**config.mk**
```make
export PLATFORM = sky130hd
export DESIGN_NAME = flash_bus_host
export DESIGN_NICKNAME = d
export VERILOG_FILES = /design/src/core/flash_host_pkg.sv /design/src/core/flash_bus_host.sv
export SDC_FILE = /design/constraint.sdc
export NUM_CORES = 1
export LEC_CHECK = 0
export BUFFER_PORTS_ARGS = -buffer_cell sky130_fd_sc_hd__buf_2
export CORE_MARGIN = 1
export CORE_UTILIZATION = 52
export CTS_BUF_LIST = sky130_fd_sc_hd__clkbuf_8 sky130_fd_sc_hd__clkbuf_16
export CTS_CLUSTER_SIZE = 28
export DETAILED_ROUTE_END_ITERATION = 16
export GPL_TIMING_DRIVEN = 0
export HOLD_SLACK_MARGIN = 0.03
export PLACE_DENSITY = 0.93
export SETUP_SLACK_MARGIN = 0.2
export SYNTH_ARGS = -nofsm -noshare
export SYNTH_HDL_FRONTEND = slang
export SYNTH_SLANG_ARGS = --single-unit
```
**constraint.sdc**
```tcl
create_clock -name ref_clk_in -period 4.2 [get_ports ref_clk_in]
set_input_delay 0.21 -clock ref_clk_in [delete_from_list [all_inputs] [get_ports ref_clk_in]]
set_output_delay 0.21 -clock ref_clk_in [all_outputs]
set_load 0.02 [all_outputs]
```
**src/core/flash_host_pkg.sv**
```systemverilog
// package: constants and carrier types for the parallel flash bus host
package flash_host_pkg;
  localparam int ADDR_W = 21;
  localparam int DATA_W = 16;
  localparam int CLK_PERIOD_NS = 100;
  // bus timing figures in ns, as used by this controller
  localparam int ACCESS_TIME_NS = 100;
  localparam int WRITE_PULSE_NS = 100;
  localparam int ACCESS_CYC = (ACCESS_TIME_NS + CLK_PERIOD_NS - 1) / CLK_PERIOD_NS + 1;
  localparam int WRITE_CYC = (WRITE_PULSE_NS + CLK_PERIOD_NS - 1) / CLK_PERIOD_NS;
  localparam int CNT_W = 4;
  // command codes on the low byte
  localparam logic [7:0] CMD_READ_ARRAY = 8'hff;
  localparam logic [7:0] CMD_SIGNATURE = 8'h90;
  localparam logic [7:0] CMD_READ_STATUS = 8'h70;
  // signature addresses
  localparam logic [20:0] SIG_MAKER_ADDR = 21'h000000;
  localparam logic [20:0] SIG_DEVICE_ADDR = 21'h000001;
  // bottom-boot block map
  localparam int PARAM_BLOCKS = 8;
  localparam int PARAM_SHIFT = 12;
  localparam int MAIN_SHIFT = 15;
  localparam logic [20:0] MAIN_BASE = 21'h008000;

  typedef enum logic [1:0] {
    OP_READ,
    OP_WRITE,
    OP_COMMAND,
    OP_IDLE
  } op_kind_t;

  typedef struct packed {
    op_kind_t kind;
    logic [ADDR_W-1:0] addr;
    logic [DATA_W-1:0] data;
  } host_req_t;

  typedef struct packed {
    logic chip_sel_n;
    logic out_en_n;
    logic write_n;
    logic reset_powerdown_n;
  } bus_ctrl_t;
endpackage : flash_host_pkg

```
**src/core/flash_bus_host.sv**
```systemverilog
// host-side controller driving the asynchronous flash bus pins
`timescale 1ns/1ps
// Functional notes
// - commands sit on low byte only
// - read needs chip select, output enable low
// - write with output enable held high
// - chip select may time the write
// - read array command restores array reads
// - signature command enables signature reads
module flash_bus_host #(
  parameter int ACCESS_CYCLES = flash_host_pkg::ACCESS_CYC,
  parameter int WRITE_CYCLES = flash_host_pkg::WRITE_CYC
) (
  input wire logic ref_clk_in,
  input wire logic rstn_in,
  input wire flash_host_pkg::host_req_t req_in,
  input wire logic req_valid_in,
  input wire logic powerdown_in,
  input wire logic [flash_host_pkg::DATA_W-1:0] data_lines_in,
  output logic req_ready_out,
  output logic [flash_host_pkg::DATA_W-1:0] rdata_out,
  output logic rdata_valid_out,
  output logic [6:0] block_index_out,
  output logic [flash_host_pkg::ADDR_W-1:0] word_address_lines_out,
  output logic [flash_host_pkg::DATA_W-1:0] data_lines_out,
  output logic data_lines_oe_out,
  output flash_host_pkg::bus_ctrl_t bus_ctrl_out
);
  typedef enum logic [2:0] {S_IDLE, S_RD_SETUP, S_RD_WAIT, S_WR_SETUP, S_WR_PULSE, S_WR_HOLD} state_t;

  // block number of a word address in the bottom-boot map
  function automatic logic [6:0] block_of(input logic [flash_host_pkg::ADDR_W-1:0] a);
    if (a < flash_host_pkg::MAIN_BASE) begin
      block_of = 7'(a >> flash_host_pkg::PARAM_SHIFT);
    end else begin
      block_of = 7'((a >> flash_host_pkg::MAIN_SHIFT) + 21'(flash_host_pkg::PARAM_BLOCKS - 1));
    end
  endfunction : block_of

  state_t state_q, state_d;
  logic [flash_host_pkg::CNT_W-1:0] cnt_q, cnt_d;
  logic [flash_host_pkg::ADDR_W-1:0] addr_q, addr_d;
  logic [flash_host_pkg::DATA_W-1:0] wdata_q, wdata_d, rdata_q, rdata_d;
  logic oe_q, oe_d, rvalid_q, rvalid_d, ready_q, ready_d;
  logic [6:0] blk_q, blk_d;
  flash_host_pkg::bus_ctrl_t ctrl_q, ctrl_d;

  // sequencer: address and data are set before the strobe falls and held past its rise
  always_comb begin
    state_d = state_q;
    cnt_d = cnt_q;
    addr_d = addr_q;
    wdata_d = wdata_q;
    rdata_d = rdata_q;
    oe_d = oe_q;
    rvalid_d = 1'b0;
    ready_d = ready_q;
    blk_d = blk_q;
    ctrl_d = ctrl_q;
    ctrl_d.reset_powerdown_n = ~powerdown_in;
    case (state_q)
      S_IDLE: begin
        ctrl_d.chip_sel_n = 1'b1;
        ctrl_d.out_en_n = 1'b1;
        ctrl_d.write_n = 1'b1;
        oe_d = 1'b0;
        ready_d = ~powerdown_in;
        if (req_valid_in && ready_q && !powerdown_in && req_in.kind != flash_host_pkg::OP_IDLE) begin
          ready_d = 1'b0;
          addr_d = req_in.addr;
          blk_d = block_of(req_in.addr);
          cnt_d = '0;
          if (req_in.kind == flash_host_pkg::OP_READ) begin
            state_d = S_RD_SETUP;
          end else begin
            // commands use only the low byte
            wdata_d = (req_in.kind == flash_host_pkg::OP_COMMAND) ? {8'h00, req_in.data[7:0]} : req_in.data;
            state_d = S_WR_SETUP;
          end
        end
      end
      S_RD_SETUP: begin
        // bus already released in idle, at least two cycles before output enable falls, to avoid contention
        oe_d = 1'b0;
        ctrl_d.write_n = 1'b1;
        ctrl_d.chip_sel_n = 1'b0;
        ctrl_d.out_en_n = 1'b0;
        state_d = S_RD_WAIT;
      end
      S_RD_WAIT: begin
        cnt_d = cnt_q + 4'h1;
        if (32'(cnt_q) >= ACCESS_CYCLES - 1) begin
          rdata_d = data_lines_in;
          rvalid_d = 1'b1;
          ctrl_d.chip_sel_n = 1'b1;
          ctrl_d.out_en_n = 1'b1;
          state_d = S_IDLE;
        end
      end
      S_WR_SETUP: begin
        ctrl_d.out_en_n = 1'b1;
        oe_d = 1'b1;
        ctrl_d.chip_sel_n = 1'b0;
        state_d = S_WR_PULSE;
      end
      S_WR_PULSE: begin
        ctrl_d.write_n = 1'b0;
        cnt_d = cnt_q + 4'h1;
        if (32'(cnt_q) >= WRITE_CYCLES - 1) begin
          state_d = S_WR_HOLD;
        end
      end
      S_WR_HOLD: begin
        // write strobe rises first, so it is the latching edge; address and data still held
        ctrl_d.write_n = 1'b1;
        // chip select stays low here and rises a cycle later in idle, so it never ties with the write strobe
        ctrl_d.chip_sel_n = 1'b0;
        state_d = S_IDLE;
      end
      default: begin
        state_d = S_IDLE;
      end
    endcase
  end

  // register stage; all pins come from flops
  always_ff @(posedge ref_clk_in or negedge rstn_in) begin
    if (!rstn_in) begin
      state_q <= S_IDLE;
      cnt_q <= '0;
      addr_q <= '0;
      wdata_q <= '0;
      rdata_q <= '0;
      oe_q <= 1'b0;
      rvalid_q <= 1'b0;
      ready_q <= 1'b0;
      blk_q <= '0;
      ctrl_q <= 4'hf;
    end else begin
      state_q <= state_d;
      cnt_q <= cnt_d;
      addr_q <= addr_d;
      wdata_q <= wdata_d;
      rdata_q <= rdata_d;
      oe_q <= oe_d;
      rvalid_q <= rvalid_d;
      ready_q <= ready_d;
      blk_q <= blk_d;
      ctrl_q <= ctrl_d;
    end
  end

  assign req_ready_out = ready_q;
  assign rdata_out = rdata_q;
  assign rdata_valid_out = rvalid_q;
  assign block_index_out = blk_q;
  assign word_address_lines_out = addr_q;
  assign data_lines_out = wdata_q;
  assign data_lines_oe_out = oe_q;
  assign bus_ctrl_out = ctrl_q;

  chk_no_contention: assert property (@(posedge ref_clk_in) disable iff (!rstn_in)
    !(data_lines_oe_out && !bus_ctrl_out.out_en_n)) else $error("data driven while output enable low");
  chk_no_oe_we: assert property (@(posedge ref_clk_in) disable iff (!rstn_in)
    !(!bus_ctrl_out.out_en_n && !bus_ctrl_out.write_n)) else $error("output and write strobes both low");
  chk_write_oe_high: assert property (@(posedge ref_clk_in) disable iff (!rstn_in)
    !bus_ctrl_out.write_n |-> bus_ctrl_out.out_en_n && !bus_ctrl_out.chip_sel_n)
    else $error("output enable low in write cycle");
  chk_we_first_edge: assert property (@(posedge ref_clk_in) disable iff (!rstn_in)
    $rose(bus_ctrl_out.write_n) |-> $past(bus_ctrl_out.chip_sel_n) == 1'b0) else $error("chip select rose first");
  chk_addr_stable: assert property (@(posedge ref_clk_in) disable iff (!rstn_in)
    !bus_ctrl_out.write_n |=> $stable(word_address_lines_out) && $stable(data_lines_out))
    else $error("address moved during write");
  chk_cmd_low_byte: assert property (@(posedge ref_clk_in) disable iff (!rstn_in)
    (state_q == S_WR_SETUP && $past(req_in.kind) == flash_host_pkg::OP_COMMAND && $past(state_q) == S_IDLE)
    |-> data_lines_out[15:8] == 8'h00) else $error("command upper byte not zero");
  chk_read_done: assert property (@(posedge ref_clk_in) disable iff (!rstn_in)
    $fell(bus_ctrl_out.out_en_n) |-> ##[1:15] rdata_valid_out) else $error("read never completed");
  chk_reset_pin: assert property (@(posedge ref_clk_in) disable iff (!rstn_in)
    powerdown_in |=> !bus_ctrl_out.reset_powerdown_n) else $error("reset pin not following request");
  chk_block_map: assert property (@(posedge ref_clk_in) disable iff (!rstn_in)
    (state_q == S_RD_SETUP && addr_q == 21'h008000) |-> block_index_out == 7'h08) else $error("bad block index");

  // write strobe is the latching edge, so chip select must still be low as it rises
  chk_we_before_cs: assert property (@(posedge ref_clk_in) disable iff (!rstn_in)
    $rose(bus_ctrl_out.write_n) |-> !bus_ctrl_out.chip_sel_n) else $error("chip select high at write strobe rise");
  // address and data must still stand at the latching edge
  chk_latch_hold: assert property (@(posedge ref_clk_in) disable iff (!rstn_in)
    $rose(bus_ctrl_out.write_n) |-> data_lines_oe_out && $stable(word_address_lines_out))
    else $error("address or data released at latching edge");
  // chip select is released one cycle after the write strobe
  chk_cs_after_we: assert property (@(posedge ref_clk_in) disable iff (!rstn_in)
    $rose(bus_ctrl_out.write_n) |=> bus_ctrl_out.chip_sel_n) else $error("chip select not released after write");
  // nothing is taken while the flash is held in reset
  chk_pd_refuse: assert property (@(posedge ref_clk_in) disable iff (!rstn_in)
    powerdown_in |=> !req_ready_out) else $error("ready while powered down");
  // reset pin returns high once powerdown is withdrawn
  chk_pd_release: assert property (@(posedge ref_clk_in) disable iff (!rstn_in)
    !powerdown_in |=> bus_ctrl_out.reset_powerdown_n) else $error("reset pin held low without request");
  // a settled idle bus leaves the flash deselected, which lets it drop to standby
  chk_idle_deselect: assert property (@(posedge ref_clk_in) disable iff (!rstn_in)
    (state_q == S_IDLE && $past(state_q) == S_IDLE) |-> bus_ctrl_out.chip_sel_n && bus_ctrl_out.out_en_n)
    else $error("flash selected while idle");
endmodule : flash_bus_host

```
==> results of run 1 <==
==> stage by stage <==
| stage | utilization (%) | hold WS, ns |
|---|---|---|
| finish | 71.05 | 0.09392 |
| global route | 71.05 | 0.08472 |
| floorplan | - | -0.08559 |
| detailed placement | 66.75 | 0.3630 |
| CTS | 71.05 | 0.07715 |
| global placement | 66.71 | 0.3554 |
==> cell type report <==
| cell class | instances | area (um2) | area share, % |
|---|---|---|---|
| inverter | 8 | 30.03 | 0.7055 |
| multi-input combinational | 151 | 1287 | 30.25 |
| sequential | 74 | 1857 | 43.62 |
| clock inverter | 4 | 72.57 | 1.705 |
| tap | 75 | 93.84 | 2.205 |
| buffer | 16 | 107.6 | 2.528 |
| timing repair buffer | 126 | 643.1 | 15.11 |
| clock buffer | 12 | 165.2 | 3.880 |
==> report_power, final <==
| group | total, mW | internal, mW | leakage (nW) | switching, mW |
|---|---|---|---|---|
| combinational | 1.41 | 0.611 | 1.06 | 0.803 |
| clock | 0.629 | 0.382 | 0.119 | 0.247 |
| sequential | 1.21 | 1.04 | 0.897 | 0.174 |
==> flip-flops by register name, summed over array words and instances (netlist names) <==
name / flops
rdata_out: 16
bus_ctrl_out: 4
data_lines_oe_out: 1
rdata_valid_out: 1
req_ready_out: 1
data_lines_out: 16
word_address_lines_out: 21
state_q: 3
cnt_q: 4
block_index_out: 7
==> cell usage after synthesis, types with 2 or more instances <==
| cell | count |
|---|---|
| sky130_fd_sc_hd__dfstp_2 | 4 |
| sky130_fd_sc_hd__or3_1 | 3 |
| sky130_fd_sc_hd__nor2b_1 | 5 |
| sky130_fd_sc_hd__o21ai_0 | 5 |
| sky130_fd_sc_hd__o211ai_1 | 2 |
| sky130_fd_sc_hd__a32o_1 | 8 |
| sky130_fd_sc_hd__nand2_1 | 6 |
| sky130_fd_sc_hd__mux2_4 | 7 |
| sky130_fd_sc_hd__a2bb2oi_1 | 2 |
| sky130_fd_sc_hd__nor4b_1 | 2 |
| sky130_fd_sc_hd__or2_2 | 2 |
| sky130_fd_sc_hd__nor3_1 | 3 |
| sky130_fd_sc_hd__clkbuf_1 | 7 |
| sky130_fd_sc_hd__nand3_1 | 5 |
| sky130_fd_sc_hd__and3_1 | 2 |
| sky130_fd_sc_hd__and2b_1 | 2 |
| sky130_fd_sc_hd__xnor2_1 | 3 |
| sky130_fd_sc_hd__or4_1 | 2 |
| sky130_fd_sc_hd__buf_2 | 2 |
| sky130_fd_sc_hd__a31oi_1 | 8 |
| sky130_fd_sc_hd__buf_6 | 4 |
| sky130_fd_sc_hd__a21oi_1 | 7 |
| sky130_fd_sc_hd__nand4_1 | 2 |
| sky130_fd_sc_hd__inv_1 | 8 |
| sky130_fd_sc_hd__nor2_1 | 5 |
| sky130_fd_sc_hd__o31ai_1 | 7 |
| sky130_fd_sc_hd__ha_1 | 4 |
| sky130_fd_sc_hd__dfrtp_1 | 70 |
| sky130_fd_sc_hd__mux2_2 | 39 |
==> metal layers <==
metal	GRT usage [%]	vias up	wire [um]
met5	0	-	0
met4	11.61	0	110
met3	5.444	11	505
met2	36.33	118	3446
met1	27.60	1190	2983
li1	-	1185	-
==> cells by family after synthesis <==
| logic type | Yosys count |
|---|---|
| AO/OA/AOI/OAI | 47 |
| XOR/XNOR | 4 |
| adder cells (fa/ha/maj) | 4 |
| buffers and inverters | 24 |
| flip-flops | 74 |
| multiplexers | 47 |
| AND/OR/NAND/NOR | 49 |
==> path summary, 6_finish.rpt <==
path | startpoint | depth (start not counted) | end
setup / recovery | cnt_q[0]$_DFFE_PN0P_ | 6 | rdata_out[9]$_DFFE_PN0P_
hold / removal | req_in[27] | 2 | word_address_lines_out[11]$_DFFE_PN0P_
setup reg to reg | cnt_q[0]$_DFFE_PN0P_ | 6 | rdata_out[9]$_DFFE_PN0P_
hold reg to reg | data_lines_out[10]$_DFFE_PN0P_ | 1 | data_lines_out[10]$_DFFE_PN0P_
max in group asynchronous | rstn_in | 2 | block_index_out[6]$_DFFE_PN0P_
min in group asynchronous | rstn_in | 2 | rdata_out[1]$_DFFE_PN0P_
==> out/metrics.csv, run 1 <==
stage,metric,value,unit
logic_synthesis,register area share after synthesis,56.58,%
clock_tree,"Clk Latency, worst-skew pair",0.34,ns
timing,Least-Margin Pin Slew,0.9060,ns
pwr,Leak,2.080,nW
route,Detailed Route WL,7045,um
floorplan,die outline area,6633,um2
placement,post-place setup slack,1.917,ns
setup_path,slowest cell on the critical path,sky130_fd_sc_hd__nor4b_1,
setup_path,cell family with the largest share of critical-path delay,simple AND/OR/NAND/NOR gates,
timing,endpoints failing setup,0,
route,average detailed-routed wire length per instance,15.12,um
setup_path,Critical Path Source Type,flop,
clock_tree,postcts setup bufs,0,
timing,setup TNS,0,ns
logic_synthesis,summed instance area of the synthesized netlist,3282,um2
setup_path,longest individual stage delay on the worst path,0.58,ns
setup_path,ordered list of cells on the worst path,ha_1 -> nor4b_1 -> or3b_1 -> buf_4 -> buf_6 -> mux2_2,
clock_tree,number of levels the H-tree was split into,3,
logic_synthesis,number of synthesized flops with an enable pin,0,
logic_synthesis,largest area contributor in the netlist,sky130_fd_sc_hd__dfrtp_1,
setup_path,critical path class,reg2reg,
logic_synthesis,number of cells produced by synthesis,249,
layout,Final Instance Area,4257,um2
floorplan,Die Span X,81.45,um
route,number of design rule violations left after detail routing,0,
layout,area growth from synthesis to final layout,29.70,%
logic_synthesis,net count after synthesis,312,
timing,Worst Slack Setup Final,1.887,ns
layout,"commonest non-fill, non-tap cell in the layout",sky130_fd_sc_hd__buf_2,
timing,Tcrit/Tclk final,55.08,%
floorplan,number of I/O pins,126,
route,Detail Route Antenna Nets,0,
setup_path,arrival time at the worst endpoint,2.53,ns
clock_tree,number of clock sinks,74,
layout,count of inserted antenna diode cells,0,
route,number of DRC markers in iteration 0,80,
logic_synthesis,commonest register cell after synthesis,sky130_fd_sc_hd__dfrtp_1,
floorplan,standard-cell row count,28,
logic_synthesis,"synthesized-area fraction occupied by ao, oa, aoi and oai cells",10.48,%
placement,sum of net half-perimeters after detailed placement,5094,um
timing,final-report max-slew violation count,0,
logic_synthesis,total of flip-flops plus latches after synthesis,74,
timing,Max-Slew Margin vs Limit,39.60,%
job,max capacitance violation total,0,
placement,GP Congestion,0.8226,
clock_tree,number of CTS-inserted buffers,9,
clock_tree,root buffer cell,sky130_fd_sc_hd__clkbuf_8,
global_route,All-Layer GR Usage,22.35,%
layout,"top library cells by usage in the layout, fill and taps aside","125 x sky130_fd_sc_hd__buf_2, 70 x sky130_fd_sc_hd__dfrtp_1, 39 x sky130_fd_sc_hd__mux2_2, 12 x sky130_fd_sc_hd__clkbuf_8",
logic_synthesis,count of yosys warnings during synthesis,0,
timing,Fmax,432.3,MHz
logic_synthesis,synthesized-area fraction occupied by and/or/nand/nor cells,9.264,%
logic_synthesis,Netlist cell types,52,
min_path,kind of path behind the tightest hold check,in2reg,
logic_synthesis,synthesized-area fraction occupied by adder cells,1.525,%
timing,shortest clock period the worst path allows after layout,2.313,ns
global_route,first-pass GRT wire length,11040,um
placement,number of port buffers,124,
logic_synthesis,dominant combinational cell family by area after synthesis,multiplexers,
logic_synthesis,area share of the leading cell type in the synthesized netlist,53.37,%
floorplan,area of the placeable core,5991,um2
route,total number of vias,2504,
global_route,number of antenna violations at the first check in global routing,0,
setup_path,flop-to-flop setup slack,1.89,ns
status,status,completed,
global_route,number of global-route vias before repair,2464,
timing,Final Hold Fails,0,
timing,unrepaired setup endpoints after global routing,false,
clock_tree,clock edge transition at the registers on the reported setup and hold paths,0.08,ns
placement,Cells after DPL,448,
pwr,Tot Pwr,3.258,mW
floorplan,starting density of the core,54.78,%
timing,Setup Skew,0.01108,ns
route,number of detailed-routing iterations run before antenna repair,5,
setup_path,required time at the worst-slack endpoint,4.41,ns
layout,number of cells in the finished layout apart from fillers,466,
logic_synthesis,mean instance size in the synthesized netlist,13.18,um2
clock_tree,post-cts sizing count,0,
pwr,power per unit of standard cell area,765.3,nW/um2
floorplan,height of the die,81.45,um
logic_synthesis,xor and xnor area share after synthesis,1.067,%
setup_path,number of buffer and inverter instances along the worst setup path,2,
pwr,largest voltage drop on the vdd net,0.4578,mV
clock_tree,number of buffers inserted for hold repair after clock tree synthesis,2,
logic_synthesis,Synth async-reset ratio,100.0,%
logic_synthesis,portion of netlist area occupied by mux cells,16.89,%
layout,fraction of layout instances using a drive strength above 1,51.41,%
clock_tree,clk buf depth,2,
setup_path,kind of end point of the critical path,flop,
global_route,GR Overflow Total,0,
logic_synthesis,cells taking the most area after synthesis,"sky130_fd_sc_hd__dfrtp_1 53%, sky130_fd_sc_hd__mux2_2 13%, sky130_fd_sc_hd__dfstp_2 3.2%",
layout,count of nets after finishing,449,
layout,fill cell instance count of the final layout,429,
placement,cell area reported after detailed placement,3999,um2
setup_path,biggest fanout along the worst timing path,10,
route,vias per cell,5.373,
clock_tree,CTS tree,done,
global_route,maximum number of pins on one net before global-route repair,75,
Power figures use the tool's default switching activity.
==> run 2: changes to the inputs <==
ABC_AREA = 1   (was not set)
CORE_UTILIZATION = 48   (was 52)
PLACE_DENSITY = 0.88   (was 0.93)
clock period = 2.2 ns   (was 4.2 ns; I/O delays follow)
==> run 2 against run 1 <==
  * First-iteration DRC count grew 59%
  * Non-clock buffer count rose by 40
  * Synthesized area decreased by 2.4%
  * Clock-buffer cell count down 2
  * Clock skew decreased by 0.0037 ns
  * Combinational power up 91%
  * Register-to-register slack worse by 1.4 ns
  * Critical endpoint is now rdata_out[11]$_DFFE_PN0P_
==> out/metrics.csv, run 2 <==
stage,metric,value,unit
status,status,completed,
clock_tree,number of CTS-inserted buffers,9,
logic_synthesis,area share of the leading cell type in the synthesized netlist,54.67,%
timing,final-report max-slew violation count,0,
placement,number of port buffers,124,
logic_synthesis,largest area contributor in the netlist,sky130_fd_sc_hd__dfrtp_1,
pwr,Leak,2.621,nW
floorplan,die outline area,7007,um2
route,vias per cell,4.967,
clock_tree,clk buf depth,2,
logic_synthesis,number of cells produced by synthesis,368,
placement,GP Congestion,0.8313,
timing,endpoints failing setup,0,
floorplan,Die Span X,83.71,um
min_path,kind of path behind the tightest hold check,in2reg,
setup_path,biggest fanout along the worst timing path,10,
logic_synthesis,synthesized-area fraction occupied by and/or/nand/nor cells,30.57,%
logic_synthesis,xor and xnor area share after synthesis,0.2733,%
layout,core occupancy in the finished layout,71.67,%
timing,Least-Margin Pin Slew,0.9106,ns
route,average detailed-routed wire length per instance,13.79,um
route,number of design rule violations left after detail routing,0,
timing,shortest clock period the worst path allows after layout,1.669,ns
route,total number of vias,3129,
logic_synthesis,count of yosys warnings during synthesis,0,
timing,Max-Slew Margin vs Limit,39.29,%
setup_path,number of buffer and inverter instances along the worst setup path,3,
setup_path,kind of end point of the critical path,flop,
route,uppermost layer routed,met4,
route,number of detailed-routing iterations run before antenna repair,4,
logic_synthesis,synthesized-area fraction occupied by adder cells,1.562,%
logic_synthesis,cells taking the most area after synthesis,"sky130_fd_sc_hd__dfrtp_1 55%, sky130_fd_sc_hd__nand2_1 20%, sky130_fd_sc_hd__nand3_1 5.0%",
setup_path,R2R cell count,8,
logic_synthesis,Netlist cell types,28,
setup_path,longest individual stage delay on the worst path,0.44,ns
route,length of routed wiring on met1,3673,um
global_route,first-pass GRT wire length,14520,um
logic_synthesis,summed instance area of the synthesized netlist,3204,um2
timing,Worst Slack Setup Final,0.5312,ns
logic_synthesis,number of synthesized flops with an enable pin,0,
placement,sum of net half-perimeters after detailed placement,5337,um
min_path,Hold Startpoint,req_in[29],
timing,Final Hold Fails,0,
global_route,All-Layer GR Usage,25.94,%
route,number of DRC markers in iteration 0,127,
logic_synthesis,"synthesized-area fraction occupied by ao, oa, aoi and oai cells",3.709,%
setup_path,Crit. Startpoint,cnt_q[0]$_DFFE_PN0P_,
placement,post-place setup slack,0.5535,ns
floorplan,starting density of the core,50.18,%
pwr,power per unit of standard cell area,1334,nW/um2
layout,Final Instance Area,4577,um2
logic_synthesis,mean instance size in the synthesized netlist,8.707,um2
layout,"commonest non-fill, non-tap cell in the layout",sky130_fd_sc_hd__nand2_1,
clock_tree,clock edge transition at the registers on the reported setup and hold paths,0.07,ns
clock_tree,CTS tree,done,
setup_path,ordered list of cells on the worst path,ha_1 -> inv_1 -> nand2_1 -> o21ai_2 -> inv_2 -> buf_6 -> nand2_1 -> nand2_1,
clock_tree,number of clock sinks,74,
layout,count of nets after finishing,612,
job,max capacitance violation total,0,
logic_synthesis,Synth async-reset ratio,100.0,%
setup_path,flop-to-flop setup slack,0.53,ns
global_route,number of global-route vias before repair,3185,
floorplan,standard-cell row count,29,
setup_path,Critical Path Source Type,flop,
global_route,number of antenna violations at the first check in global routing,0,
setup_path,launch point of the worst reg-to-reg path,cnt_q[0]$_DFFE_PN0P_,
route,Detailed Route WL,8685,um
layout,fraction of layout instances using a drive strength above 1,30.38,%
timing,Setup Skew,0.007374,ns
clock_tree,root buffer cell,sky130_fd_sc_hd__clkbuf_8,
logic_synthesis,dominant combinational cell family by area after synthesis,simple AND/OR/NAND/NOR gates,
floorplan,number of I/O pins,126,
logic_synthesis,portion of netlist area occupied by mux cells,0,%
logic_synthesis,total of flip-flops plus latches after synthesis,74,
timing,unrepaired setup endpoints after global routing,false,
logic_synthesis,top-count cell post-synth,sky130_fd_sc_hd__nand2_1,
logic_synthesis,commonest register cell after synthesis,sky130_fd_sc_hd__dfrtp_1,
pwr,largest voltage drop on the vdd net,0.9612,mV
clock_tree,"Clk Latency, worst-skew pair",0.33,ns
global_route,maximum number of pins on one net before global-route repair,75,
setup_path,arrival time at the worst endpoint,1.88,ns
floorplan,height of the die,83.71,um
setup_path,Worst path depth,8,
setup_path,cell mode on critical path,sky130_fd_sc_hd__nand2_1,
route,metal2 WL,4448,um
setup_path,required time at the worst-slack endpoint,2.41,ns
floorplan,area of the placeable core,6386,um2
route,metal3 WL,435,um
layout,area growth from synthesis to final layout,42.83,%
layout,"top library cells by usage in the layout, fill and taps aside","172 x sky130_fd_sc_hd__nand2_1, 128 x sky130_fd_sc_hd__buf_2, 70 x sky130_fd_sc_hd__dfrtp_1, 46 x sky130_fd_sc_hd__dlygate4sd3_1, 32 x sky130_fd_sc_hd__nand3_1",
timing,Fmax,599.2,MHz
clock_tree,number of levels the H-tree was split into,3,
setup_path,critical path class,reg2reg,
logic_synthesis,net count after synthesis,431,
setup_path,cell family with the largest share of critical-path delay,flip-flops,
timing,Tcrit/Tclk final,75.86,%
global_route,GR Overflow Total,0,
placement,cell area reported after detailed placement,3924,um2
timing,setup TNS,0,ns
min_path,worst hold path stage count,3,
layout,count of inserted antenna diode cells,0,
setup_path,slowest cell on the critical path,sky130_fd_sc_hd__dfrtp_1,
route,Detail Route Antenna Nets,0,
logic_synthesis,register area share after synthesis,57.95,%
logic_synthesis,top cells by instance count after synthesis,"172 x sky130_fd_sc_hd__nand2_1, 70 x sky130_fd_sc_hd__dfrtp_1, 32 x sky130_fd_sc_hd__nand3_1",
clock_tree,post-cts sizing count,0,
layout,flip-flop count of the largest register after layout,21,
-- run 2: cell types whose count changed in the layout (fill, tap and decap cells not counted), sizes merged, moves of 9 or more --
cell / previous run / this run
nand3: 5 / 32
mux2: 46 / 0
dlygate4sd3: 2 / 46
o21ai: 5 / 17
inv: 8 / 24
nor2: 5 / 15
clkbuf: 19 / 10
nand2: 6 / 176
-- run 2: tightest hold or removal path, delay by kind of cell --
kind | cells | cell delay (ns)
buffers and inverters | 2 | 0.17
AOI/OAI and AO/OA | 1 | 0.07
-- run 2: logic make-up after synthesis --
| kind of cell | count (synthesis) |
|---|---|
| AND/OR/NAND/NOR | 231 |
| flip-flops | 74 |
| buffers and inverters | 36 |
| AO/OA/AOI/OAI | 22 |
| adder cells (fa/ha/maj) | 4 |
| XOR/XNOR | 1 |
-- run 2: cell type report --
cell class,instances,area (um2)
flip-flops and latches,74,1857
repair buffers,170,1084
plain buffers,12,100.1
inverters,24,90.09
well taps,77,96.34
fillers,473,1809
multi-input cells,258,1157
clock inverters,5,55.05
clock buffers,10,137.6
-- run 2: per-layer routing --
metal | track usage, % | up-vias
met5 | 0 | -
met4 | 9.553 | 0
met3 | 4.451 | 14
met2 | 46.56 | 112
met1 | 31.16 | 1486
li1 | - | 1517
-- run 2: what timing repair did --
action	4_1_cts	5_1_grt
setup endpoints to repair	0	0
hold buffers	46	0
hold endpoints to repair	116	0
buffers inserted	0	0
-- run 2: path summary, 6_finish.rpt --
path | endpoint
setup / recovery | rdata_out[11]$_DFFE_PN0P_
hold / removal | word_address_lines_out[13]$_DFFE_PN0P_
setup reg to reg | rdata_out[11]$_DFFE_PN0P_
hold reg to reg | data_lines_out[15]$_DFFE_PN0P_
max in group asynchronous | block_index_out[5]$_DFFE_PN0P_
min in group asynchronous | rdata_out[2]$_DFFE_PN0P_
-- run 2: power breakdown --
part / internal (mW) / switching, mW / leakage, nW / total (mW)
Clock: 0.545 / 0.480 / 0.0941 / 1.02
Sequential: 2.00 / 0.388 / 0.928 / 2.38
Combinational: 0.927 / 1.77 / 1.60 / 2.70
-- run 2: stage by stage --
stage	std cells	power (mW)	hold slack [ns]
after floorplan	368	4.042	-0.1856
after global placement	569	4.844	0.2933
after detailed placement	569	4.961	0.2937
after CTS	630	6.065	0.03905
after global routing	630	6.514	0.04313
final	630	6.105	0.04851
